--- config.mk ---
export PLATFORM = sky130hd
export DESIGN_NAME = ctrl_ea_gen
export DESIGN_NICKNAME = d
export VERILOG_FILES = /design/src/ctrl_ea_pkg.sv /design/src/ctrl_ea_gen.sv
export SDC_FILE = /design/constraint.sdc
export NUM_CORES = 1
export LEC_CHECK = 0
export BUFFER_PORTS_ARGS = -buffer_cell sky130_fd_sc_hd__buf_4
export CORE_UTILIZATION = 30
export CTS_CLUSTER_SIZE = 14
export DETAILED_ROUTE_END_ITERATION = 16
export RECOVER_POWER = 100
export SETUP_SLACK_MARGIN = 0.02
export SKIP_LAST_GASP = 1
export SYNTH_ARGS = -nofsm -noshare
export SYNTH_HDL_FRONTEND = slang
export SYNTH_SLANG_ARGS = --single-unit
--- constraint.sdc ---
create_clock -name sys_clk -period 5.3 [get_ports sys_clk]
set_input_delay 0.795 -clock sys_clk [delete_from_list [all_inputs] [get_ports sys_clk]]
set_output_delay 0.795 -clock sys_clk [all_outputs]
set_load 0.01 [all_outputs]
--- src/ctrl_ea_pkg.sv ---
package ctrl_ea_pkg;

  // Control opcodes
  localparam logic [7:0] OP_COPY_ACC_TO_INDEX  = 8'h97;
  localparam logic [7:0] OP_COPY_INDEX_TO_ACC  = 8'h9f;
  localparam logic [7:0] OP_CARRY_SET          = 8'h99;
  localparam logic [7:0] OP_CARRY_CLEAR        = 8'h98;
  localparam logic [7:0] OP_IRQ_MASK_SET       = 8'h9b;
  localparam logic [7:0] OP_IRQ_MASK_CLEAR     = 8'h9a;
  localparam logic [7:0] OP_SOFT_INTERRUPT     = 8'h83;
  localparam logic [7:0] OP_SUB_RETURN         = 8'h81;
  localparam logic [7:0] OP_INTERRUPT_RETURN   = 8'h80;
  localparam logic [7:0] OP_STACK_POINTER_RST  = 8'h9c;
  localparam logic [7:0] OP_NO_OPERATION       = 8'h9d;
  localparam logic [7:0] OP_STOP_ENTRY         = 8'h8e;
  localparam logic [7:0] OP_WAIT_ENTRY         = 8'h8f;

  // Bit-op opcode groups (high nibble)
  localparam logic [3:0] BIT_BRANCH_NIBBLE = 4'h0;
  localparam logic [3:0] BIT_SETCLR_NIBBLE = 4'h1;

  // Cycle counts in bus clock cycles
  localparam logic [3:0] CYC_SHORT_CTRL  = 4'h2;
  localparam logic [3:0] CYC_SOFT_INT    = 4'ha;
  localparam logic [3:0] CYC_SUB_RETURN  = 4'h6;
  localparam logic [3:0] CYC_INT_RETURN  = 4'h9;

  // Program counter steps
  localparam logic [15:0] PC_STEP_ONE   = 16'h0001;
  localparam logic [15:0] PC_STEP_TWO   = 16'h0002;
  localparam logic [15:0] PC_STEP_THREE = 16'h0003;

  // Reset values
  localparam logic [15:0] PC_RESET     = 16'h0000;
  localparam logic [7:0]  SP_RESET     = 8'hff;
  localparam logic [7:0]  REG8_RESET   = 8'h00;
  // Arbitrary nonzero value, so a copy into index makes indexed sums carry
  localparam logic [7:0]  ACC_RESET    = 8'hc7;
  localparam logic        IMASK_RESET  = 1'b1;

  typedef enum logic [9:0] {
    MODE_INHERENT   = 10'h001,
    MODE_IMMEDIATE  = 10'h002,
    MODE_DIRECT     = 10'h004,
    MODE_EXTENDED   = 10'h008,
    MODE_INDEXED_0  = 10'h010,
    MODE_INDEXED_8  = 10'h020,
    MODE_INDEXED_16 = 10'h040,
    MODE_RELATIVE   = 10'h080,
    MODE_BIT_SETCLR = 10'h100,
    MODE_BIT_BRANCH = 10'h200
  } addr_mode_t;

  typedef enum logic [1:0] {
    ST_IDLE = 2'b01,
    ST_BUSY = 2'b10
  } ctrl_state_t;

  // Instruction bytes as fetched at pc, pc+1, pc+2
  typedef struct packed {
    logic [7:0] opcode;
    logic [7:0] byte1;
    logic [7:0] byte2;
  } instr_bytes_t;

  // Address-generation result
  typedef struct packed {
    logic [15:0] effective_address;
    logic [15:0] next_pc;
    logic [2:0]  bit_number;
  } ea_result_t;

  typedef struct packed {
    logic [7:0] acc;
    logic [7:0] index;
    logic [7:0] sp;
    logic       carry;
    logic       irq_mask;
  } core_regs_t;

endpackage

--- src/ctrl_ea_gen.sv ---
`timescale 1ns/10ps
// Operation
// - Accumulator/index copies and carry set/clear run for two cycles each.
// - Opcode 9B sets the interrupt mask and 9A clears it, each in two cycles.
// - Soft interrupt takes 10 cycles, subroutine return 6, interrupt return 9.
// - Stack pointer reset, no-operation, stop and wait entry take two cycles.
// - Inherent instructions take no operand bytes and advance the program counter by one.
// - Immediate mode addresses pc+1 and advances the program counter by two.
// - Direct mode uses a zero high byte and the byte after the opcode as low byte.
// - Extended mode takes high then low byte after the opcode and advances pc by three.
// - Indexed without offset uses the index register as low byte, zero high, one byte.
// - Eight-bit offset indexing adds offset to index with the carry as high byte.
// - Sixteen-bit offset indexing adds index to the low byte and carries into the high.
// - A relative branch loads pc+2+offset when taken, else pc+2.
// - Bit set/clear addresses the direct byte with bit number from opcode bits 3:1.
// - Bit test-and-branch tests the addressed bit and loads pc+3+offset when taken.
// - Bit test-and-branch copies the tested bit into carry.
// - Bit set is 10+2n, clear 11+2n, branch-if-set 2n, branch-if-clear 01+2n.
module ctrl_ea_gen
  import ctrl_ea_pkg::*;
(
  // Clock and reset
  input  wire logic         sys_clk,
  input  wire logic         rst_b,
  // Instruction issue
  input  wire logic         instr_valid,
  input  wire instr_bytes_t instr,
  input  wire addr_mode_t   mode,
  input  wire logic         branch_cond,
  input  wire logic [7:0]   operand_data,
  output logic              instr_ready,
  // Address and state outputs
  output ea_result_t        ea_out,
  output core_regs_t        regs_out,
  output logic [15:0]       pc_out,
  output logic              instr_done,
  output logic              stop_req,
  output logic              wait_req,
  output logic              is_bit_set,
  output logic              is_bit_clear
);

  ctrl_state_t  state_q, state_d;
  logic [3:0]   cnt_q, cnt_d;
  logic [15:0]  pc_q, pc_d;
  core_regs_t   regs_q, regs_d;
  ea_result_t   ea_q, ea_d;
  logic         done_q, done_d;
  logic         stop_q, stop_d;
  logic         wait_q, wait_d;
  logic         bit_set_op_q, bit_set_op_d;
  logic         bit_clear_op_q, bit_clear_op_d;

  // Sum of a 16-bit base and a sign-extended byte, wrapping
  function automatic logic [15:0] rel_target(input logic [15:0] base, input logic [7:0] off);
    rel_target = base + {{8{off[7]}}, off};
  endfunction

  // Cycles taken by a control opcode; any other opcode also gets two cycles
  function automatic logic [3:0] ctrl_cycles(input logic [7:0] op);
    case (op)
      OP_SOFT_INTERRUPT:   ctrl_cycles = CYC_SOFT_INT;
      OP_SUB_RETURN:       ctrl_cycles = CYC_SUB_RETURN;
      OP_INTERRUPT_RETURN: ctrl_cycles = CYC_INT_RETURN;
      OP_COPY_ACC_TO_INDEX, OP_COPY_INDEX_TO_ACC, OP_CARRY_SET, OP_CARRY_CLEAR,
      OP_IRQ_MASK_SET, OP_IRQ_MASK_CLEAR, OP_STACK_POINTER_RST, OP_NO_OPERATION,
      OP_STOP_ENTRY, OP_WAIT_ENTRY:
                           ctrl_cycles = CYC_SHORT_CTRL;
      default:             ctrl_cycles = CYC_SHORT_CTRL;
    endcase
  endfunction

  assign instr_ready = (state_q == ST_IDLE);

  always_comb begin
    logic [8:0]  sum8;
    logic        bit_val;
    logic        take;
    sum8    = {1'b0, regs_q.index} + {1'b0, instr.byte1};
    bit_val = operand_data[instr.opcode[3:1]];
    take    = 1'b0;
    state_d = state_q;
    cnt_d   = cnt_q;
    pc_d    = pc_q;
    regs_d  = regs_q;
    ea_d    = ea_q;
    done_d  = 1'b0;
    stop_d  = 1'b0;
    wait_d  = 1'b0;
    bit_set_op_d  = 1'b0;
    bit_clear_op_d  = 1'b0;
    case (state_q)
      ST_IDLE: begin
        if (instr_valid) begin
          ea_d.bit_number = 3'h0;
          case (mode)
            MODE_INHERENT: begin
              // Opcode alone; no operand bytes consumed
              ea_d.effective_address = pc_q;
              ea_d.next_pc           = pc_q + PC_STEP_ONE;
              cnt_d                  = ctrl_cycles(instr.opcode) - 4'h1;
              case (instr.opcode)
                OP_COPY_ACC_TO_INDEX: regs_d.index    = regs_q.acc;
                OP_COPY_INDEX_TO_ACC: regs_d.acc      = regs_q.index;
                OP_CARRY_SET:         regs_d.carry    = 1'b1;
                OP_CARRY_CLEAR:       regs_d.carry    = 1'b0;
                OP_IRQ_MASK_SET:      regs_d.irq_mask = 1'b1;
                OP_IRQ_MASK_CLEAR:    regs_d.irq_mask = 1'b0;
                OP_STACK_POINTER_RST: regs_d.sp       = SP_RESET;
                OP_STOP_ENTRY:        stop_d          = 1'b1;
                OP_WAIT_ENTRY:        wait_d          = 1'b1;
                default:              regs_d          = regs_q;
              endcase
            end
            MODE_IMMEDIATE: begin
              ea_d.effective_address = pc_q + PC_STEP_ONE;
              ea_d.next_pc           = pc_q + PC_STEP_TWO;
              cnt_d                  = 4'h1;
            end
            MODE_DIRECT: begin
              ea_d.effective_address = {8'h00, instr.byte1};
              ea_d.next_pc           = pc_q + PC_STEP_TWO;
              cnt_d                  = 4'h1;
            end
            MODE_EXTENDED: begin
              ea_d.effective_address = {instr.byte1, instr.byte2};
              ea_d.next_pc           = pc_q + PC_STEP_THREE;
              cnt_d                  = 4'h1;
            end
            MODE_INDEXED_0: begin
              ea_d.effective_address = {8'h00, regs_q.index};
              ea_d.next_pc           = pc_q + PC_STEP_ONE;
              cnt_d                  = 4'h1;
            end
            MODE_INDEXED_8: begin
              // Carry of the byte sum becomes the high byte
              ea_d.effective_address = {7'h00, sum8};
              ea_d.next_pc           = pc_q + PC_STEP_TWO;
              cnt_d                  = 4'h1;
            end
            MODE_INDEXED_16: begin
              // Low offset byte plus index, carry into high
              ea_d.effective_address = {instr.byte1, instr.byte2} + {8'h00, regs_q.index};
              ea_d.next_pc           = pc_q + PC_STEP_THREE;
              cnt_d                  = 4'h1;
            end
            MODE_RELATIVE: begin
              take                   = branch_cond;
              ea_d.next_pc           = take ? rel_target(pc_q + PC_STEP_TWO, instr.byte1)
                                            : pc_q + PC_STEP_TWO;
              // Untaken branch points the address at the next opcode
              ea_d.effective_address = ea_d.next_pc;
              cnt_d                  = 4'h1;
            end
            MODE_BIT_SETCLR: begin
              // Even low bit is set, odd is clear
              ea_d.effective_address = {8'h00, instr.byte1};
              ea_d.bit_number        = instr.opcode[3:1];
              ea_d.next_pc           = pc_q + PC_STEP_TWO;
              bit_set_op_d = (instr.opcode[7:4] == BIT_SETCLR_NIBBLE) & ~instr.opcode[0];
              bit_clear_op_d = (instr.opcode[7:4] == BIT_SETCLR_NIBBLE) & instr.opcode[0];
              cnt_d                  = 4'h1;
            end
            MODE_BIT_BRANCH: begin
              // Even opcode branches on set, odd on clear
              take                   = instr.opcode[0] ? ~bit_val : bit_val;
              regs_d.carry           = bit_val;
              ea_d.effective_address = {8'h00, instr.byte1};
              ea_d.bit_number        = instr.opcode[3:1];
              ea_d.next_pc           = take ? rel_target(pc_q + PC_STEP_THREE, instr.byte2)
                                            : pc_q + PC_STEP_THREE;
              cnt_d                  = 4'h1;
            end
            default: begin
              ea_d.effective_address = pc_q;
              ea_d.next_pc           = pc_q + PC_STEP_ONE;
              cnt_d                  = 4'h1;
            end
          endcase
          pc_d    = ea_d.next_pc;
          state_d = ST_BUSY;
        end
      end
      ST_BUSY: begin
        // Count down remaining bus cycles
        if (cnt_q <= 4'h1) begin
          state_d = ST_IDLE;
          done_d  = 1'b1;
          cnt_d   = 4'h0;
        end else begin
          cnt_d = cnt_q - 4'h1;
        end
      end
      default: state_d = ST_IDLE;
    endcase
  end

  always_ff @(posedge sys_clk) begin
    if (!rst_b) begin
      state_q <= ST_IDLE;
      cnt_q   <= 4'h0;
      pc_q    <= PC_RESET;
      regs_q  <= '{acc: ACC_RESET, index: REG8_RESET, sp: SP_RESET,
                   carry: 1'b0, irq_mask: IMASK_RESET};
      ea_q    <= '0;
      done_q  <= 1'b0;
      stop_q  <= 1'b0;
      wait_q  <= 1'b0;
      bit_set_op_q  <= 1'b0;
      bit_clear_op_q  <= 1'b0;
    end else begin
      state_q <= state_d;
      cnt_q   <= cnt_d;
      pc_q    <= pc_d;
      regs_q  <= regs_d;
      ea_q    <= ea_d;
      done_q  <= done_d;
      stop_q  <= stop_d;
      wait_q  <= wait_d;
      bit_set_op_q  <= bit_set_op_d;
      bit_clear_op_q  <= bit_clear_op_d;
    end
  end

  assign ea_out       = ea_q;
  assign regs_out     = regs_q;
  assign pc_out       = pc_q;
  assign instr_done   = done_q;
  assign stop_req     = stop_q;
  assign wait_req     = wait_q;
  assign is_bit_set   = bit_set_op_q;
  assign is_bit_clear = bit_clear_op_q;

  // Checks
  logic issue;
  assign issue = instr_valid && instr_ready;

  chk_short_ctrl_len: assert property (@(posedge sys_clk) disable iff (!rst_b)
    issue && mode == MODE_INHERENT && instr.opcode == OP_CARRY_SET
    |=> !instr_ready ##1 instr_done && instr_ready)
    else $error("two-cycle control op wrong length");

  chk_mask_set: assert property (@(posedge sys_clk) disable iff (!rst_b)
    issue && mode == MODE_INHERENT && instr.opcode == OP_IRQ_MASK_SET |=> regs_out.irq_mask)
    else $error("mask not set");

  chk_soft_int_len: assert property (@(posedge sys_clk) disable iff (!rst_b)
    issue && mode == MODE_INHERENT && instr.opcode == OP_SOFT_INTERRUPT
    |=> (!instr_done) [*8] ##1 !instr_done ##1 instr_done)
    else $error("soft interrupt not ten cycles");

  chk_stop_pulse: assert property (@(posedge sys_clk) disable iff (!rst_b)
    issue && mode == MODE_INHERENT && instr.opcode == OP_STOP_ENTRY |=> stop_req ##1 instr_done)
    else $error("stop entry wrong");

  chk_inherent_pc: assert property (@(posedge sys_clk) disable iff (!rst_b)
    issue && mode == MODE_INHERENT |=> pc_out == $past(pc_out) + PC_STEP_ONE)
    else $error("inherent pc step wrong");

  chk_immediate_ea: assert property (@(posedge sys_clk) disable iff (!rst_b)
    issue && mode == MODE_IMMEDIATE
    |=> ea_out.effective_address == $past(pc_out) + PC_STEP_ONE
        && pc_out == $past(pc_out) + PC_STEP_TWO)
    else $error("immediate address wrong");

  chk_direct_high: assert property (@(posedge sys_clk) disable iff (!rst_b)
    issue && (mode == MODE_DIRECT || mode == MODE_INDEXED_0)
    |=> ea_out.effective_address[15:8] == 8'h00)
    else $error("direct high byte nonzero");

  chk_extended_pc: assert property (@(posedge sys_clk) disable iff (!rst_b)
    issue && mode == MODE_EXTENDED |=> pc_out == $past(pc_out) + PC_STEP_THREE)
    else $error("extended pc step wrong");

  chk_idx8_range: assert property (@(posedge sys_clk) disable iff (!rst_b)
    issue && mode == MODE_INDEXED_8 |=> ea_out.effective_address[15:9] == 7'h00)
    else $error("indexed offset address out of range");

  chk_bitbr_carry: assert property (@(posedge sys_clk) disable iff (!rst_b)
    issue && mode == MODE_BIT_BRANCH
    |=> regs_out.carry == $past(operand_data[instr.opcode[3:1]]))
    else $error("tested bit not in carry");

  cov_soft_int: cover property (@(posedge sys_clk) disable iff (!rst_b)
    issue && instr.opcode == OP_SOFT_INTERRUPT && mode == MODE_INHERENT);
  cov_branch_taken: cover property (@(posedge sys_clk) disable iff (!rst_b)
    issue && mode == MODE_RELATIVE && branch_cond);
  cov_bit_branch: cover property (@(posedge sys_clk) disable iff (!rst_b)
    issue && mode == MODE_BIT_BRANCH);
  cov_bit_clear: cover property (@(posedge sys_clk) disable iff (!rst_b)
    is_bit_clear);

  chk_idx16_sum: assert property (@(posedge sys_clk) disable iff (!rst_b)
    issue && mode == MODE_INDEXED_16
    |=> ea_out.effective_address == $past({instr.byte1, instr.byte2}) + $past({8'h00, regs_out.index}))
    else $error("sixteen-bit indexed address wrong");

  chk_rel_untaken: assert property (@(posedge sys_clk) disable iff (!rst_b)
    issue && mode == MODE_RELATIVE && !branch_cond
    |=> pc_out == $past(pc_out) + PC_STEP_TWO && ea_out.effective_address == pc_out)
    else $error("untaken branch address wrong");

endmodule

==> run summary, run 1 <==
worst-skew pair later-pin latency -> 0.35 ns
Final Max Tran Viols -> 63
cell area after placement -> 8160 sq um
fillers -> 2604
endpoints failing setup -> 0
flop2flop setup slack -> 1.21 ns
final hold viol count -> 0
slowest stage delay, CP -> 1.25 ns
Data arrival, critical path -> 4.72 ns
Die W -> 156 um
layout cell share with drive strength beyond 1 -> 0.0838
Mapped Cells -> 955
Critical Path End Type -> register
first-pass GRT wire length -> 40000 um
Mapped Avg Cell Area -> 7.49 sq um
Critical Path End -> ea_out[13]
Final #Nets -> 1125
mapped cell area -> 7150 sq um
cells along the critical path -> clkbuf_1, nor4_1, nand4_1, nand2_1, or4_1, nor2_1, a221o_1, a2111oi_0, o31ai_1
Seq cells post-synth -> 64
crit path launch -> mode[8]
HPWL Detailed -> 20100 um
Top Family by Delay on Critical Path -> simple AND/OR/NAND/NOR gates
Crit Path Max Fanout -> 12
fin util -> 0.347
critical path class -> in2reg
post-route ant nets -> 0
Via Count -> 7666
Final Instance Area -> 8120 sq um
drt pass-1 iters -> 5
Setup Skew -> 0.00766 ns
site row count -> 56
crit path launch type -> input pin
RSZ-0062 raised after global routing -> false
leading post-synthesis cells by cell area -> dfxtp_1 (18%), ha_1 (9.3%), xnor2_1 (5.6%), o21ai_0 (5.2%), xor2_1 (4.5%)
Clock Tree Root -> clkbuf_16
CTS tree -> yes
TritonCTS buffer count -> 9
IO buf count -> 120
CP Depth -> 9
pre-CTS setup slack -> 1.26 ns
DRC violation total after the first TritonRoute iteration -> 679
outcome -> finished with violations
P_leak -> 3.11 nW
RR Startpoint -> ea_out[5]
Slowest-stage cell, CP -> nor4_1
fin crit share -> 0.849
number of flops mapped to enable cells by yosys -> 0
GRT Util Overall -> 0.213
core area -> 23400 sq um
library cells used by synthesis -> 74
area leader, netlist -> dfxtp_1
clock slew at reported path FFs -> 0.06 ns
synthesis-to-layout area growth -> 13.5%
largest net degree at the start of global routing -> 63
drt wl/cell -> 19.5 um
FF-to-FF End -> ea_out[34]
register area share after synthesis -> 0.179
Slew @ Worst Pin -> 2.63 ns
Setup Buffers After CTS -> 0
# IOs -> 129
Max VDD drop -> 0.148 mV
violated checks -> max-capacitance violations, max-slew violations
Worst Hold Path Cells -> 2
r2r worst-path depth -> 13
WP data required -> 5.52 ns
placed cells -> 1330
Worst Hold Class -> reg2reg
Ant. Diodes -> 0
Non-Filler Instances -> 1345
Power, Total -> 1.70 mW
PwrDens -> 209 nW/um^2
Vias/cell -> 5.70
Max Cap Viol -> 2
Worst Hold Slack -> 0.470 ns
clk sinks -> 64
Commonest cells post-synth -> nand2_1 (77), nor2_1 (77), o21ai_0 (75), dfxtp_1 (64)
top cell type's share of synthesized area -> 0.179
Initial Util -> 0.306
hold buffers post-CTS -> 0
Max Fclk -> 222 MHz
async set-or-reset flop fraction in the synthesized netlist -> 0
CTS max path bufs -> 2
Ys Warns -> 0
vias in the first global route -> 7034
Crit path buffers/inverters -> 1
H-tree depth -> 3
Remaining DRCs -> 0
DIE AREA -> 24500 sq um
antenna violations before repair -> 0
setup TNS -> 0 ns
die height -> 156 um
leading register cell type out of synthesis -> dfxtp_1
Slew Limit Headroom -> -0.751
Period minus WS final -> 4.50 ns
Final Wtd Congestion -> 0.977
Total Wirelength -> 26200 um
CTS resizes -> 0
final setup margin -> 0.802 ns
grt total ovfl -> 0
[power by group]
group | switching (mW) | internal [mW]
clock | 0.234 | 0.374
combinational | 0.326 | 0.214
sequential | 0.0462 | 0.504
total | 0.607 | 1.09
[cell families after synthesis]
family / after synthesis / synth area share
AND/OR/NAND/NOR: 340 / 0.248
AO/OA/AOI/OAI: 277 / 0.256
buffers and inverters: 108 / 0.0723
XOR/XNOR: 83 / 0.102
flip-flops: 64 / 0.179
adder cells (fa/ha/maj): 57 / 0.104
multiplexers: 25 / 0.0387
other: 1 / 0.000524
[routing by layer]
metal | vias to the layer above | global-route usage | share of wire
li1 | 3626 | - | -
met1 | 3612 | 0.284 | 0.43
met2 | 365 | 0.331 | 0.45
met3 | 63 | 0.0440 | 0.083
met4 | 0 | 0.0910 | 0.036
met5 | - | 0 | 0
[worst min-delay path, stage by stage (launching register included)]
cell      delay (ns)
dfxtp_1         0.31
nand2_1         0.05
a21boi_0        0.06
[flip-flops by register name (all words and copies together), names as in the netlist]
signal and count:
is_bit_clear 1, stop_req 1, instr_done 1, ea_out 35
state_q 2, is_bit_set 1, wait_req 1, cnt_q 4
regs_out 18
[layout make-up]
cell class,instances,area (sq um),share of cell area
tap,319,399,0.0492
clock buffer,12,246,0.0304
multi-input combinational,790,5370,0.661
sequential,64,1280,0.158
inverter,28,105,0.0129
timing repair buffer,129,679,0.0837
clock inverter,3,42.5,0.00524
[cells in the final DEF (no fill, tap or decap), types with 28 or more instances in the layout]
cell type,instances
nor3_1,38
buf_4,52
o21ai_0,76
nor2_1,80
clkbuf_1,79
ha_1,53
a21oi_1,53
xnor2_1,46
nand3_1,32
dfxtp_1,64
inv_1,28
nand2_1,78
xor2_1,37
[worst min-delay path by stage]
| stage | startpoint | endpoint |
|---|---|---|
| global route | ea_out[1] | ea_out[1] |
| CTS | ea_out[30] | ea_out[30] |
| finish | ea_out[1] | ea_out[1] |
| floorplan | ea_out[30] | ea_out[30] |
| global placement | ea_out[2] | ea_out[2] |
| detailed placement | ea_out[30] | ea_out[30] |
No activity file was read; power rests on OpenSTA's default activity.
==> run 2: changes to the inputs <==
Clock period 5.3 ns to 4.1 ns, I/O delays scaled along.
==> run 2 against run 1 <==
Worst setup slack worse by 0.48 ns. The run now ends clean. Final cell count up 1.2%. Routed wire length shrank 2.4%. Non-clock buffer count up 15. First-iteration DRC count shrank 14%. Final area increased by 0.52%. Highest routed layer unchanged. Sequential cell count did not move.
==> run summary, run 2 (synthesis results as in run 1) <==
Worst Hold Class -> reg2reg
CTS resizes -> 0 (unchanged)
Remaining DRCs -> 0 (unchanged)
area of the multi-input gates -> 5320 sq um (-0.91%)
worst-skew pair later-pin latency -> 0.35 ns (about the same)
Period minus WS final -> 3.77 ns
fin crit share -> 0.921
PwrDens -> 259 nW/um^2 (+24%)
Ant. Diodes -> 0 (unchanged)
Critical Path End Type -> register
max FFs per register -> 35 (unchanged)
cell area after placement -> 8260 sq um (+1.3%)
final setup margin -> 0.325 ns (-0.477 ns)
Max Fclk -> 265 MHz
IO buf count -> 120 (unchanged)
Crit Path Max Fanout -> 12 (unchanged)
Vias/cell -> 5.49 (-3.6%)
Crit path buffers/inverters -> 2 (+1)
grt total ovfl -> 0 (unchanged)
TritonCTS buffer count -> 9 (unchanged)
Slew @ Worst Pin -> 1.27 ns (-1.35 ns)
Clock Tree Root -> clkbuf_16
drt pass-1 iters -> 5 (unchanged)
fin util -> 0.349 (+0.00182)
Top Family by Delay on Critical Path -> simple AND/OR/NAND/NOR gates
core area -> 23400 sq um (unchanged)
Final Instance Area -> 8160 sq um (+0.52%)
slowest stage delay, CP -> 0.79 ns (-0.46 ns)
final hold viol count -> 0 (unchanged)
largest net degree at the start of global routing -> 63 (unchanged)
flop2flop setup slack -> 0.42 ns (-0.79 ns)
WP data required -> 4.37 ns (-1.15 ns)
commonest cells after routing, fill and taps aside -> clkbuf_1 (80), nor2_1 (79), nand2_1 (77), o21ai_0 (75), buf_4 (66)
# IOs -> 129 (unchanged)
Slew Limit Headroom -> 0.143 (+0.895)
Final Wtd Congestion -> 0.907 (-7.1%)
first-pass GRT wire length -> 39200 um (-1.9%)
pre-CTS setup slack -> 0.363 ns (-0.899 ns)
HPWL Detailed -> 20300 um (+0.94%)
critical path class -> in2reg
crit path launch type -> input pin
Initial Util -> 0.306 (unchanged)
post-route ant nets -> 0 (unchanged)
site row count -> 56 (unchanged)
hold buffers post-CTS -> 0 (unchanged)
Total Wirelength -> 25600 um (-2.4%)
CP Depth -> 11 (+2)
Max Cap Viol -> 0 (-2)
commonest non-fill, non-tap cell in the layout -> clkbuf_1
CTS max path bufs -> 2 (unchanged)
Worst Hold Slack -> 0.462 ns (-0.00772 ns)
vias in the first global route -> 6955 (-1.1%)
H-tree depth -> 3 (unchanged)
clock slew at reported path FFs -> 0.05 ns (about the same)
Via Count -> 7476 (-2.5%)
Final #Nets -> 1140 (+1.3%)
Final Max Tran Viols -> 0 (-100%)
FF+latch area -> 1280 sq um (+0.20%)
drt wl/cell -> 18.8 um (-3.6%)
DRC violation total after the first TritonRoute iteration -> 587 (-14%)
die height -> 156 um (unchanged)
layout cell share with drive strength beyond 1 -> 0.0960 (+0.0121)
cells along the critical path -> clkbuf_1, nor4_1, clkbuf_1, and4_1, or2_0, or4_1, nor2_1, a221oi_1, o21ai_0, o221ai_1, a21boi_0
Die W -> 156 um (unchanged)
antenna violations before repair -> 0 (unchanged)
fillers -> 2613 (+0.35%)
GRT Util Overall -> 0.209 (-0.00382)
DIE AREA -> 24500 sq um (unchanged)
r2r worst-path depth -> 13 (unchanged)
Setup Buffers After CTS -> 0 (unchanged)
most used cell along the critical path -> clkbuf_1
setup TNS -> 0 ns (unchanged)
CTS tree -> yes
Max VDD drop -> 0.176 mV (+19%)
Data arrival, critical path -> 4.04 ns (-0.68 ns)
synthesis-to-layout area growth -> 14.1%
Worst Hold Path Cells -> 2 (unchanged)
Slowest-stage cell, CP -> nor2_1
RSZ-0062 raised after global routing -> false
P_leak -> 3.16 nW (+1.7%)
endpoints failing setup -> 0 (unchanged)
Setup Skew -> 0.00904 ns (+0.00138 ns)
clk sinks -> 64 (unchanged)
outcome -> finished clean
[run 2: per-layer routing]
metal / up-vias / part of all wire / track usage
li1: 3654 / - / -
met1: 3460 / 0.45 / 0.280
met2: 306 / 0.44 / 0.324
met3: 56 / 0.071 / 0.0432
met4: 0 / 0.038 / 0.0892
met5: - / 0 / 0
[run 2: through the flow]
| stage | power [mW] | std cells |
|---|---|---|
| 2_1_floorplan | 1.21 | 962 |
| 3_3_place_gp | 1.43 | 1345 |
| 3_5_place_dp | 1.44 | 1345 |
| 4_1_cts | 2.16 | 1361 |
| 5_1_grt | 2.23 | 1361 |
| 6_report | 2.11 | 1361 |
[run 2: layout make-up]
class | count | share of cell area
Multi-Input combinational cell | 790 | 0.651
Timing Repair Buffer | 144 | 0.0967
Clock buffer | 13 | 0.0307
Clock inverter | 3 | 0.00215
Inverter | 28 | 0.0129
Sequential cell | 64 | 0.157
Tap cell | 319 | 0.0489
[run 2: final timing paths]
| check | startpoint | to |
|---|---|---|
| max | mode[8] | ea_out[30] |
| min | ea_out[1] | ea_out[1] |
| max reg2reg | ea_out[7] | ea_out[34] |
| min reg2reg | ea_out[1] | ea_out[1] |
[run 2: worst min-delay path, delay by kind of cell (launching register included)]
family / cells / cell delay (ns)
AOI/OAI and AO/OA: 1 / 0.06
DFF: 1 / 0.30
and+or+nand+nor: 1 / 0.05
[run 2: where the power goes]
part | internal [mW] | switching, mW
registers | 0.652 | 0.0492
clock network | 0.424 | 0.290
logic | 0.282 | 0.416
